==> config.mk <==
export PLATFORM = sky130hd
export DESIGN_NAME = tec_timer
export DESIGN_NICKNAME = d
export VERILOG_FILES = /design/src/hdl/tec_timer.v
export VERILOG_INCLUDE_DIRS = /design/src /design/src/hdl
export SDC_FILE = /design/constraint.sdc
export NUM_CORES = 1
export LEC_CHECK = 0
export BUFFER_PORTS_ARGS = -buffer_cell sky130_fd_sc_hd__buf_2
export CAP_MARGIN = 20
export CORE_AREA = 8 8 89 91
export DETAILED_ROUTE_END_ITERATION = 12
export DIE_AREA = 0 0 97 99
export PLACE_DENSITY = 0.84
export SYNTH_ARGS = -nofsm -noshare
export SYNTH_HDL_FRONTEND = slang
export SYNTH_SLANG_ARGS = --single-unit
==> constraint.sdc <==
create_clock -name clk -period 5 [get_ports clk]
set_input_delay 0.75 -clock clk [delete_from_list [all_inputs] [get_ports clk]]
set_output_delay 0.75 -clock clk [all_outputs]
set_load 0.01 [all_outputs]
==> src/hdl/tec_consts.vh <==
`ifndef TEC_CONSTS_VH
`define TEC_CONSTS_VH

// ---------------------------------------------------------------
// Register offsets
// ---------------------------------------------------------------
`define TEC_ADDR_W 4
`define TEC_OFS_CTRL 4'h0
`define TEC_OFS_PRELOAD_LOW 4'h1
`define TEC_OFS_PRELOAD_HIGH 4'h2
`define TEC_OFS_PRESCALE_SEL 4'h3
`define TEC_OFS_IRQ_STATUS 4'h4
`define TEC_OFS_IRQ_CONTROL 4'h5

// ---------------------------------------------------------------
// Reset values
// ---------------------------------------------------------------
`define TEC_CTRL_RESET 8'h08
`define TEC_ZERO8 8'h00
`define TEC_ZERO16 16'h0000
`define TEC_ALL_ONES16 16'hFFFF

// ---------------------------------------------------------------
// Control register fields
// ---------------------------------------------------------------
`define TEC_MODE_HI 7
`define TEC_MODE_LO 6
`define TEC_CLK_SRC_BIT 5
`define TEC_ENABLE_BIT 4
`define TEC_EDGE_BIT 3
`define TEC_RATIO_HI 2
`define TEC_RATIO_LO 0

// ---------------------------------------------------------------
// Mode codes and prescale source codes
// ---------------------------------------------------------------
`define TEC_MODE_UNUSED 2'h0
`define TEC_MODE_EVENT 2'h1
`define TEC_MODE_TIMER 2'h2
`define TEC_MODE_PULSE 2'h3
`define TEC_SRC_SYS 2'h0
`define TEC_SRC_SYS_DIV4 2'h1
`define TEC_SRC_LOW_SPEED 2'h2

// ---------------------------------------------------------------
// Status and enable bit position
// ---------------------------------------------------------------
`define TEC_OVF_BIT 0

`endif

==> src/hdl/tec_timer.v <==
// Added by the designer: the address map and strobed register access.
`timescale 1ns/100ps
`include "tec_consts.vh"

module tec_timer #(
  parameter CNT_W = 16,
  parameter PSC_W = 11
) (
  clk,
  rst_n,
  addr,
  wdata,
  wr_stb,
  rd_stb,
  rdata,
  low_speed_clock,
  timer_pin,
  irq,
  wake_up
);
  input wire clk;
  input wire rst_n;
  input wire [`TEC_ADDR_W-1:0] addr;
  input wire [7:0] wdata;
  input wire wr_stb;
  input wire rd_stb;
  output reg [7:0] rdata;
  input wire low_speed_clock;
  input wire timer_pin;
  output reg irq;
  output reg wake_up;

  // ---------------------------------------------------------------
  // Helpers
  // ---------------------------------------------------------------
  // Terminal count mask of the prescaler: divide by 16 << ratio
  function [PSC_W-1:0] psc_mask;
    input [2:0] ratio;
    begin
      case (ratio)
        3'h0: psc_mask = 11'h00F;
        3'h1: psc_mask = 11'h01F;
        3'h2: psc_mask = 11'h03F;
        3'h3: psc_mask = 11'h07F;
        3'h4: psc_mask = 11'h0FF;
        3'h5: psc_mask = 11'h1FF;
        3'h6: psc_mask = 11'h3FF;
        default: psc_mask = 11'h7FF;
      endcase
    end
  endfunction

  // Edge of a filtered level in the direction picked by fall
  function edge_hit;
    input prev;
    input cur;
    input fall;
    begin
      edge_hit = fall ? (prev & ~cur) : (~prev & cur);
    end
  endfunction

  // ---------------------------------------------------------------
  // Registers
  // ---------------------------------------------------------------
  reg [7:0] ctrl_reg;
  reg [7:0] ctrl_next;
  reg [7:0] preload_low_buf_reg;
  reg [CNT_W-1:0] preload_reg;
  reg [CNT_W-1:0] count_reg;
  reg [CNT_W-1:0] count_next;
  reg [7:0] read_low_latch_reg;
  reg [1:0] psc_src_reg;
  reg ovf_flag_reg;
  reg ovf_flag_next;
  reg ovf_en_reg;
  reg pulse_active_reg;
  reg pulse_active_next;
  reg [1:0] div4_reg;
  reg [PSC_W-1:0] psc_cnt_reg;
  reg [2:0] lsc_sync_reg;
  reg lsc_level_reg;
  reg [2:0] pin_sync_reg;
  reg pin_level_reg;
  reg [7:0] rdata_next;
  reg ovf_event;

  wire [1:0] mode = ctrl_reg[`TEC_MODE_HI:`TEC_MODE_LO];
  wire clk_src_sel = ctrl_reg[`TEC_CLK_SRC_BIT];
  wire count_enable = ctrl_reg[`TEC_ENABLE_BIT];
  wire edge_select = ctrl_reg[`TEC_EDGE_BIT];
  wire [2:0] prescale_ratio = ctrl_reg[`TEC_RATIO_HI:`TEC_RATIO_LO];

  wire wr_ctrl = wr_stb && (addr == `TEC_OFS_CTRL);
  wire wr_high = wr_stb && (addr == `TEC_OFS_PRELOAD_HIGH);
  wire rd_high = rd_stb && (addr == `TEC_OFS_PRELOAD_HIGH);
  wire rd_status = rd_stb && (addr == `TEC_OFS_IRQ_STATUS);

  // ---------------------------------------------------------------
  // Pin input filters
  // ---------------------------------------------------------------
  // Three stages; level moves only once stages two and three agree
  wire lsc_stable = (lsc_sync_reg[1] == lsc_sync_reg[2]);
  wire lsc_new = lsc_stable ? lsc_sync_reg[2] : lsc_level_reg;
  wire lsc_fall = lsc_level_reg & ~lsc_new;
  wire pin_stable = (pin_sync_reg[1] == pin_sync_reg[2]);
  wire pin_new = pin_stable ? pin_sync_reg[2] : pin_level_reg;

  always @(posedge clk) begin
    if (!rst_n) begin
      lsc_sync_reg <= 3'h0;
      lsc_level_reg <= 1'b0;
      pin_sync_reg <= 3'h0;
      pin_level_reg <= 1'b0;
    end else begin
      lsc_sync_reg <= {lsc_sync_reg[1:0], low_speed_clock};
      lsc_level_reg <= lsc_new;
      pin_sync_reg <= {pin_sync_reg[1:0], timer_pin};
      pin_level_reg <= pin_new;
    end
  end

  // ---------------------------------------------------------------
  // Counting clock selection
  // ---------------------------------------------------------------
  // Source clocks are carried as one-cycle ticks on clk, which keeps
  // the whole block in one domain at the cost of a jitter of one clk
  reg psc_in_tick;
  always @* begin
    case (psc_src_reg)
      `TEC_SRC_SYS: psc_in_tick = 1'b1;
      `TEC_SRC_SYS_DIV4: psc_in_tick = (div4_reg == 2'h3);
      `TEC_SRC_LOW_SPEED: psc_in_tick = lsc_fall;
      default: psc_in_tick = 1'b0;
    endcase
  end

  // The divided clock falls as the prescaler wraps at its mask
  wire psc_fall = psc_in_tick &&
    ((psc_cnt_reg & psc_mask(prescale_ratio)) ==
     psc_mask(prescale_ratio));
  wire int_tick = clk_src_sel ? lsc_fall : psc_fall;

  always @(posedge clk) begin
    if (!rst_n) begin
      div4_reg <= 2'h0;
      psc_cnt_reg <= {PSC_W{1'b0}};
    end else begin
      div4_reg <= div4_reg + 2'h1;
      if (psc_in_tick)
        psc_cnt_reg <= psc_cnt_reg + {{(PSC_W-1){1'b0}}, 1'b1};
    end
  end

  // ---------------------------------------------------------------
  // Mode logic
  // ---------------------------------------------------------------
  // Pulse mode: the start edge opposes the edge select, stop follows it
  wire pin_start = edge_hit(pin_level_reg, pin_new, ~edge_select);
  wire pin_stop = edge_hit(pin_level_reg, pin_new, edge_select);
  wire pin_event = edge_hit(pin_level_reg, pin_new, edge_select);

  reg cnt_tick;
  reg pulse_done;
  always @* begin
    cnt_tick = 1'b0;
    pulse_done = 1'b0;
    pulse_active_next = pulse_active_reg;
    if (count_enable) begin
      case (mode)
        `TEC_MODE_TIMER: cnt_tick = int_tick;
        `TEC_MODE_EVENT: cnt_tick = pin_event;
        `TEC_MODE_PULSE: begin
          if (pulse_active_reg) begin
            cnt_tick = int_tick;
            if (pin_stop) begin
              pulse_active_next = 1'b0;
              pulse_done = 1'b1;
            end
          end else if (pin_start) begin
            pulse_active_next = 1'b1;
          end
        end
        default: cnt_tick = 1'b0;
      endcase
    end else begin
      pulse_active_next = 1'b0;
    end
  end

  // ---------------------------------------------------------------
  // Counter and overflow
  // ---------------------------------------------------------------
  always @* begin
    count_next = count_reg;
    ovf_event = 1'b0;
    if (cnt_tick) begin
      if (count_reg == `TEC_ALL_ONES16) begin
        count_next = preload_reg;
        ovf_event = 1'b1;
      end else begin
        count_next = count_reg + {{(CNT_W-1){1'b0}}, 1'b1};
      end
    end
  end

  // Overflow flag: a new overflow wins over a clearing read
  always @* begin
    ovf_flag_next = ovf_flag_reg;
    if (rd_status)
      ovf_flag_next = 1'b0;
    if (ovf_event)
      ovf_flag_next = 1'b1;
  end

  // Control: software write, then hardware clear of enable after a pulse
  always @* begin
    ctrl_next = ctrl_reg;
    if (wr_ctrl)
      ctrl_next = wdata;
    else if (pulse_done)
      ctrl_next[`TEC_ENABLE_BIT] = 1'b0;
  end

  always @(posedge clk) begin
    if (!rst_n) begin
      ctrl_reg <= `TEC_CTRL_RESET;
      count_reg <= `TEC_ZERO16;
      ovf_flag_reg <= 1'b0;
      pulse_active_reg <= 1'b0;
      wake_up <= 1'b0;
      irq <= 1'b0;
    end else begin
      ctrl_reg <= ctrl_next;
      count_reg <= count_next;
      ovf_flag_reg <= ovf_flag_next;
      pulse_active_reg <= pulse_active_next;
      wake_up <= ovf_event;
      irq <= ovf_flag_next & ovf_en_reg;
    end
  end

  // ---------------------------------------------------------------
  // Register bus
  // ---------------------------------------------------------------
  always @(posedge clk) begin
    if (!rst_n) begin
      preload_low_buf_reg <= `TEC_ZERO8;
      preload_reg <= `TEC_ZERO16;
      read_low_latch_reg <= `TEC_ZERO8;
      psc_src_reg <= `TEC_SRC_SYS;
      ovf_en_reg <= 1'b0;
    end else begin
      if (wr_stb && (addr == `TEC_OFS_PRELOAD_LOW))
        preload_low_buf_reg <= wdata;
      if (wr_high)
        preload_reg <= {wdata, preload_low_buf_reg};
      if (wr_stb && (addr == `TEC_OFS_PRESCALE_SEL))
        psc_src_reg <= wdata[1:0];
      if (wr_stb && (addr == `TEC_OFS_IRQ_CONTROL))
        ovf_en_reg <= wdata[`TEC_OVF_BIT];
      // Reading the high byte snapshots the low byte for a coherent pair
      if (rd_high)
        read_low_latch_reg <= count_reg[7:0];
    end
  end

  always @* begin
    rdata_next = `TEC_ZERO8;
    if (rd_stb) begin
      case (addr)
        `TEC_OFS_CTRL: rdata_next = ctrl_reg;
        `TEC_OFS_PRELOAD_LOW: rdata_next = read_low_latch_reg;
        `TEC_OFS_PRELOAD_HIGH: rdata_next = count_reg[15:8];
        `TEC_OFS_PRESCALE_SEL: rdata_next = {6'h00, psc_src_reg};
        `TEC_OFS_IRQ_STATUS: rdata_next = {7'h00, ovf_flag_reg};
        `TEC_OFS_IRQ_CONTROL: rdata_next = {7'h00, ovf_en_reg};
        default: rdata_next = `TEC_ZERO8;
      endcase
    end
  end

  always @(posedge clk) begin
    if (!rst_n)
      rdata <= `TEC_ZERO8;
    else
      rdata <= rdata_next;
  end

endmodule // tec_timer

==> out/qor.tcl, run 1 <==
set qor(result_of_the_run) {finished clean}
set qor(setup_tns_ns) 0
set qor(post-route-drc-count) 0
set qor(post_cts_resized) 0
set qor(critical-path-top-delay-family) {simple AND/OR/NAND/NOR gates}
set qor(ys_types) 54
set qor(max_freq_mhz) 374
set qor(die_outline_area_um2) 9600
set qor(arrival_worst_endpoint_ns) 2.97
set qor(seq_area_um2) 1840
set qor(numCtsBuffers) 9
set qor(timing_max_transition_violations_final) 0
set qor(cts.path.max_buffers) 2
set qor(post_synth_main_area_contributors) {sky130_fd_sc_hd__dfxtp_1 (45%), sky130_fd_sc_hd__nand2_1 (7.5%), sky130_fd_sc_hd__mux2i_1 (7.2%), sky130_fd_sc_hd__a21oi_1 (5.3%), sky130_fd_sc_hd__nor2_1 (4.7%)}
set qor(final_cell_count_no_fill) 562
set qor(syn-instance-count) 462
set qor(critPathBufInv) 0
set qor(coreArea_um2) 6570
set qor(max_cap_viol_count) 0
set qor(power_density_nw_per_um2) 329
set qor(ant_nets) 0
set qor(synthesis.area_um2) 4050
set qor(ctsRootBufferMaster) {sky130_fd_sc_hd__clkbuf_8}
set qor(layout_min_cycle_time_ns) 2.68
set qor(detail_route.vias_per_cell) 6.02
set qor(mappedNetlistNets) 483
set qor(dp_hpwl_mm) 6.24
set qor(seq_power_share) 0.510
set qor(clock_tree.htree_level_count) 3
set qor(largest_net_degree_at_the_start_of_global_routing) 67
set qor(initial_drc_count) 333
set qor(fp.dieH_um) 99
set qor(post-place-cells) 545
set qor(final.fill_count) 525
set qor(part_of_the_cycle_the_worst_path_needs) 0.535
set qor(comb_power_share) 0.041
set qor(power_switching_uw) 307
set qor(setup_viol_count_final) 0
set qor(clk_latency_ns) 0.37
set qor(synthMuxAreaShare) 0.0856
set qor(routedWlPerCell_um) 16.1
set qor(final_layout_size_suffix_gt1_frac) 0.137
set qor(relSlewSlack) 0.448
set qor(yosys_warnings) 0
set qor(crit_path_class) {reg2reg}
set qor(dominantRegCellSynth) {sky130_fd_sc_hd__dfxtp_1}
set qor(synthTopCellsByCount) {sky130_fd_sc_hd__dfxtp_1 (92), sky130_fd_sc_hd__nand2_1 (81), sky130_fd_sc_hd__nor2_1 (51)}
set qor(synth_area_in_xor_xnor) 0.0216
set qor(yosys.cell_count.top_type) {sky130_fd_sc_hd__dfxtp_1}
set qor(tritoncts) {done}
set qor(wirelength_mm) 9.07
set qor(min_path_type) {reg2reg}
set qor(slowest_delay_ns) 0.73
set qor(switching_share) 0.209
set qor(post-synth-top-area-cell) {sky130_fd_sc_hd__dfxtp_1}
set qor(area_used_by_multi_input_combinational_logic_um2) 2060
set qor(seq_area_frac_synth) 0.455
set qor(synth-async-reset-ratio) 0
set qor(power.clock.fraction) 0.449
set qor(clkSlewWorstSetupHoldPaths_ns) 0.08
set qor(route.vias.total) 3381
set qor(worst_slew_pin_slew_ns) 0.828
set qor(portBuffers) 27
set qor(syn_avg_cell_area_um2) 8.77
set qor(critical_path.cell_chain) {ha_1 > nand3_1 > nor3_2 > and2_0 > a2111oi_0 > a211oi_2}
set qor(cp_max_fo) 15
set qor(globalplace.congestion) 0.917
set qor(first_global_vias) 3092
set qor(critical_path.endpoint_type) {register}
set qor(final-hold-violation-count) 0
set qor(worst_ep_required_time_ns) 5.30
set qor(synth-compound-area-share) 0.151
set qor(grt_pass1_wl_mm) 14.7
set qor(synth_top_family_by_area) {simple AND/OR/NAND/NOR gates}
set qor(synthSimpleGateAreaFrac) 0.240
set qor(num_rows) 30
set qor(grt.overflow.total) 0
set qor(yosys.area_share.adder) 0.00927
set qor(die-width_um) 97
set qor(irDropWorstVdd_mv) 0.211
set qor(groute.usage.overall) 0.187
set qor(cts.sink_count) 92
set qor(grt_setup_unrepaired) {false}
set qor(synth-edff-count) 0
set qor(fin_nets) 498
set qor(final.setup_skew_ns) 0.0111
set qor(layout-area-overhead-vs-synth_pct) 10.2
set qor(num_io_pins) 28
set qor(cp_slowest_cell) {sky130_fd_sc_hd__and2_0}
set qor(area_share_of_the_leading_cell_type_in_the_synthesized_netlist) 0.455
set qor(pleak_nw) 1.74
set qor(start_util) 0.617
set qor(drt_pre_antenna_iters) 6
set qor(crit_path_start_kind) {register}
set qor(antenna_found_initial) 0
set qor(cts_setup_buffers) 0
set qor(ys_ff_latch) 92
set qor(cts.hold.buffers_added) 0
set qor(diodes) 0
set qor(p_int_mw) 1.16
==> cell type report <==
type	instances	area share
Multi-Input combinational cell	337	0.461
Sequential cell	92	0.413
Timing Repair Buffer	29	0.0365
Clock buffer	10	0.0308
Clock inverter	6	0.0300
Tap cell	80	0.0224
Inverter	8	0.00673
==> through the flow <==
| step | area, um2 | total power [mW] | worst slack [ns] | util | hold WS [ns] |
|---|---|---|---|---|---|
| after floorplan | 4050 | 0.801 | 3.04 | - | 0.399 |
| after global placement | 4170 | 0.819 | 2.48 | 0.635 | 0.408 |
| after detailed placement | 4170 | 0.821 | 2.38 | 0.635 | 0.415 |
| after CTS | 4440 | 1.46 | 2.34 | 0.676 | 0.428 |
| after global routing | 4460 | 1.50 | 2.09 | 0.679 | 0.465 |
| final | 4460 | 1.47 | 2.32 | 0.679 | 0.436 |
==> cell usage in the layout (no fill, tap or decap), types with 2 or more instances in the layout <==
master                      count
sky130_fd_sc_hd__mux2i_1       29
sky130_fd_sc_hd__a31oi_1        3
sky130_fd_sc_hd__nand4_1        3
sky130_fd_sc_hd__xnor2_1        3
sky130_fd_sc_hd__and4_1         4
sky130_fd_sc_hd__bufinv_16      4
sky130_fd_sc_hd__nand2_1       81
sky130_fd_sc_hd__xor2_1         7
sky130_fd_sc_hd__inv_1          7
sky130_fd_sc_hd__a21boi_0       2
sky130_fd_sc_hd__nor3b_1        2
sky130_fd_sc_hd__ha_1           3
sky130_fd_sc_hd__mux4_2         2
sky130_fd_sc_hd__clkbuf_8      10
sky130_fd_sc_hd__nor2_1        51
sky130_fd_sc_hd__and2_1        13
sky130_fd_sc_hd__buf_2         27
sky130_fd_sc_hd__o21ai_0       11
sky130_fd_sc_hd__a31o_2         4
sky130_fd_sc_hd__a311oi_2       2
sky130_fd_sc_hd__a41oi_1        2
sky130_fd_sc_hd__o31ai_1        2
sky130_fd_sc_hd__a2111oi_0      2
sky130_fd_sc_hd__nand3_1       20
sky130_fd_sc_hd__a211oi_2       3
sky130_fd_sc_hd__o2111ai_1      3
sky130_fd_sc_hd__nor4bb_1       2
sky130_fd_sc_hd__a21oi_1       43
sky130_fd_sc_hd__nand2b_1       5
sky130_fd_sc_hd__o2bb2ai_1      2
sky130_fd_sc_hd__dfxtp_1       92
sky130_fd_sc_hd__and3_1         9
sky130_fd_sc_hd__nor2b_1        5
==> power by group through the flow <==
stage	registers, mW	logic (mW)	clock network (mW)
after global placement	0.764	0.0551	0
after global routing	0.749	0.0651	0.690
after detailed placement	0.765	0.0562	0
after floorplan	0.763	0.0379	0
final	0.748	0.0594	0.659
after CTS	0.748	0.0570	0.660
==> logic make-up after synthesis <==
kind of cell / Yosys count
AOI/OAI and AO/OA: 89
xor gates and xnor gates: 10
buffers and inverters: 33
muxes: 32
DFF: 92
and+or+nand+nor: 203
adders and majority gates: 3
==> final timing paths <==
| path | slack [ns] | to | cells past startpoint | from |
|---|---|---|---|---|
| hold reg to reg | 0.44 | lsc_sync_reg[1] | 1 | lsc_sync_reg[0] |
| hold / removal | 0.44 | lsc_sync_reg[1] | 1 | lsc_sync_reg[0] |
| setup reg to reg | 2.32 | count_reg[8] | 6 | count_reg[0] |
| setup / recovery | 2.32 | count_reg[8] | 6 | count_reg[0] |
==> layer usage <==
metal	vias to the layer above	wire length (um)	global-route usage
met5	-	0	0
met4	0	223	0.0769
met3	15	734	0.0630
met2	122	3980	0.277
met1	1607	4130	0.243
li1	1637	-	-
Note: power is estimated with default switching activity, not from simulation.
==> run 2: changes to the inputs <==
--- a/config.mk
+++ b/config.mk
@@ -8,10 +8,10 @@
 export LEC_CHECK = 0
 export BUFFER_PORTS_ARGS = -buffer_cell sky130_fd_sc_hd__buf_2
 export CAP_MARGIN = 20
-export CORE_AREA = 8 8 89 91
+export CORE_AREA = 8 8 92 94
 export DETAILED_ROUTE_END_ITERATION = 12
-export DIE_AREA = 0 0 97 99
-export PLACE_DENSITY = 0.84
+export DIE_AREA = 0 0 100 102
+export PLACE_DENSITY = 0.79
 export SYNTH_ARGS = -nofsm -noshare
 export SYNTH_HDL_FRONTEND = slang
 export SYNTH_SLANG_ARGS = --single-unit
==> constraint.sdc (replaced) <==
create_clock -name clk -period 2.8 [get_ports clk]
set_input_delay 0.42 -clock clk [delete_from_list [all_inputs] [get_ports clk]]
set_output_delay 0.42 -clock clk [all_outputs]
set_load 0.01 [all_outputs]
==> out/qor.tcl, run 2 (synthesis gave the netlist of run 1 again) <==
set qor(antenna_found_initial) 0 ;# unchanged
set qor(globalplace.congestion) 0.886 ;# -3.3%
set qor(cts.sink_count) 92 ;# unchanged
set qor(cp_max_fo) 8 ;# -7
set qor(cts.path.max_buffers) 2 ;# unchanged
set qor(first_global_vias) 3197 ;# +3.4%
set qor(coreArea_um2) 7060 ;# +7.5%
set qor(final.setup_skew_ns) 0.00609 ;# -0.00498 ns
set qor(groute.usage.overall) 0.193 ;# +0.00541
set qor(cts_setup_buffers) 0 ;# unchanged
set qor(fp.dieH_um) 102 ;# +3.0%
set qor(max_freq_mhz) 450 ;# +21%
set qor(clock_tree.htree_level_count) 3 ;# unchanged
set qor(part_of_the_cycle_the_worst_path_needs) 0.793 ;# +0.258
set qor(setup_viol_count_final) 0 ;# unchanged
set qor(arrival_worst_endpoint_ns) 2.51 ;# -0.46 ns
set qor(num_rows) 31 ;# +3.3%
set qor(dp_hpwl_mm) 6.75 ;# +8.1%
set qor(irDropWorstVdd_mv) 0.407 ;# +93%
set qor(diodes) 0 ;# unchanged
set qor(final-hold-violation-count) 0 ;# unchanged
set qor(route.vias.total) 3390 ;# +0.27%
set qor(start_util) 0.574 ;# -0.0428
set qor(clkSlewWorstSetupHoldPaths_ns) 0.08 ;# about the same
set qor(layout.cells.most_common_list) {sky130_fd_sc_hd__dfxtp_1 (92), sky130_fd_sc_hd__nand2_1 (81), sky130_fd_sc_hd__nor2_1 (51)}
set qor(power_density_nw_per_um2) 575 ;# +75%
set qor(ant_nets) 0 ;# unchanged
set qor(ctsRootBufferMaster) {sky130_fd_sc_hd__clkbuf_8}
set qor(post-place-cells) 568 ;# +4.2%
set qor(portBuffers) 27 ;# unchanged
set qor(timing.hold.ws_ns) 0.286 ;# -0.151 ns
set qor(relSlewSlack) 0.504 ;# +0.0565
set qor(result_of_the_run) {finished clean}
set qor(routedWlPerCell_um) 16.2 ;# +0.27%
set qor(setup_tns_ns) 0 ;# unchanged
set qor(final_cell_count_no_fill) 584 ;# +3.9%
set qor(post_cts_resized) 0 ;# unchanged
set qor(critical_path.endpoint_type) {register}
set qor(grt_pass1_wl_mm) 15.5 ;# +5.4%
set qor(fin_nets) 501 ;# +0.60%
set qor(drt_pre_antenna_iters) 5 ;# -1
set qor(pleak_nw) 1.74 ;# about the same
set qor(largest_net_degree_at_the_start_of_global_routing) 41 ;# -39%
set qor(detail_route.vias_per_cell) 5.80 ;# -3.5%
set qor(post-layout-total-power_mw) 2.58 ;# +76%
set qor(worst_slew_pin_slew_ns) 0.742 ;# -0.0854 ns
set qor(numCtsBuffers) 9 ;# unchanged
set qor(final_common_cell) {sky130_fd_sc_hd__dfxtp_1}
set qor(layout-area-overhead-vs-synth_pct) 10.8
set qor(clk_latency_ns) 0.35 ;# -0.02 ns
set qor(wirelength_mm) 9.45 ;# +4.2%
set qor(layout_min_cycle_time_ns) 2.22 ;# -0.456 ns
set qor(die-width_um) 100 ;# +3.1%
set qor(min_path_type) {in2reg}
set qor(worst_ep_required_time_ns) 3.08 ;# -2.22 ns
set qor(max_cap_viol_count) 0 ;# unchanged
set qor(crit_path_class) {reg2reg}
set qor(timing_max_transition_violations_final) 0 ;# unchanged
set qor(tritoncts) {done}
set qor(post-route-drc-count) 0 ;# unchanged
set qor(die_outline_area_um2) 10200 ;# +6.2%
set qor(grt_setup_unrepaired) {false}
set qor(final_layout_size_suffix_gt1_frac) 0.140 ;# +0.00328
set qor(crit_path_start_kind) {register}
set qor(num_io_pins) 28 ;# unchanged
set qor(initial_drc_count) 267 ;# -20%
set qor(grt.overflow.total) 0 ;# unchanged
set qor(cts.hold.buffers_added) 0 ;# unchanged
run 2: report_power, final:
part / switching [mW] / internal [mW] / leakage (nW)
Sequential: 0.0125 / 1.32 / 0.744
Combinational: 0.0691 / 0.0375 / 0.866
Clock: 0.451 / 0.685 / 0.127
run 2: through the flow:
stage / utilization / area (um2) / setup slack [ns]
global route: 0.636 / 4490 / 0.410
global placement: 0.598 / 4220 / 0.703
finish: 0.636 / 4490 / 0.580
CTS: 0.636 / 4490 / 0.578
detailed placement: 0.598 / 4220 / 0.616
floorplan: - / 4050 / 0.839
run 2: worst paths after layout:
path,from,endpoint,slack (ns),cells after the start
max,count_reg[0],count_reg[13],0.58,8
min,low_speed_clock,lsc_sync_reg[0],0.29,2
max reg2reg,count_reg[0],count_reg[13],0.58,8
min reg2reg,div4_reg[0],div4_reg[0],0.44,1
run 2: area by class of cell:
cell class	instances	area [um2]
Fill cell	605	2570
Multi-Input combinational cell	337	2060
Inverter	8	30.0
Clock inverter	6	136
Timing Repair Buffer	32	173
Tap cell	99	124
Sequential cell	92	1840
Clock buffer	10	128
run 2: critical path, stage by stage, from the launching register on:
cell and delay [ns]:
sky130_fd_sc_hd__dfxtp_1 0.41, sky130_fd_sc_hd__ha_1 0.19, sky130_fd_sc_hd__nand3_1 0.14, sky130_fd_sc_hd__nor3_2 0.37
sky130_fd_sc_hd__and2_0 0.42, sky130_fd_sc_hd__buf_4 0.25, sky130_fd_sc_hd__nand2_1 0.07, sky130_fd_sc_hd__a21o_1 0.17
sky130_fd_sc_hd__mux2i_1 0.13
run 2: routing by layer:
layer | global-route usage | part of all wire
met2 | 0.294 | 0.43
met4 | 0.100 | 0.027
met5 | 0 | 0
met3 | 0.0381 | 0.068
met1 | 0.252 | 0.47
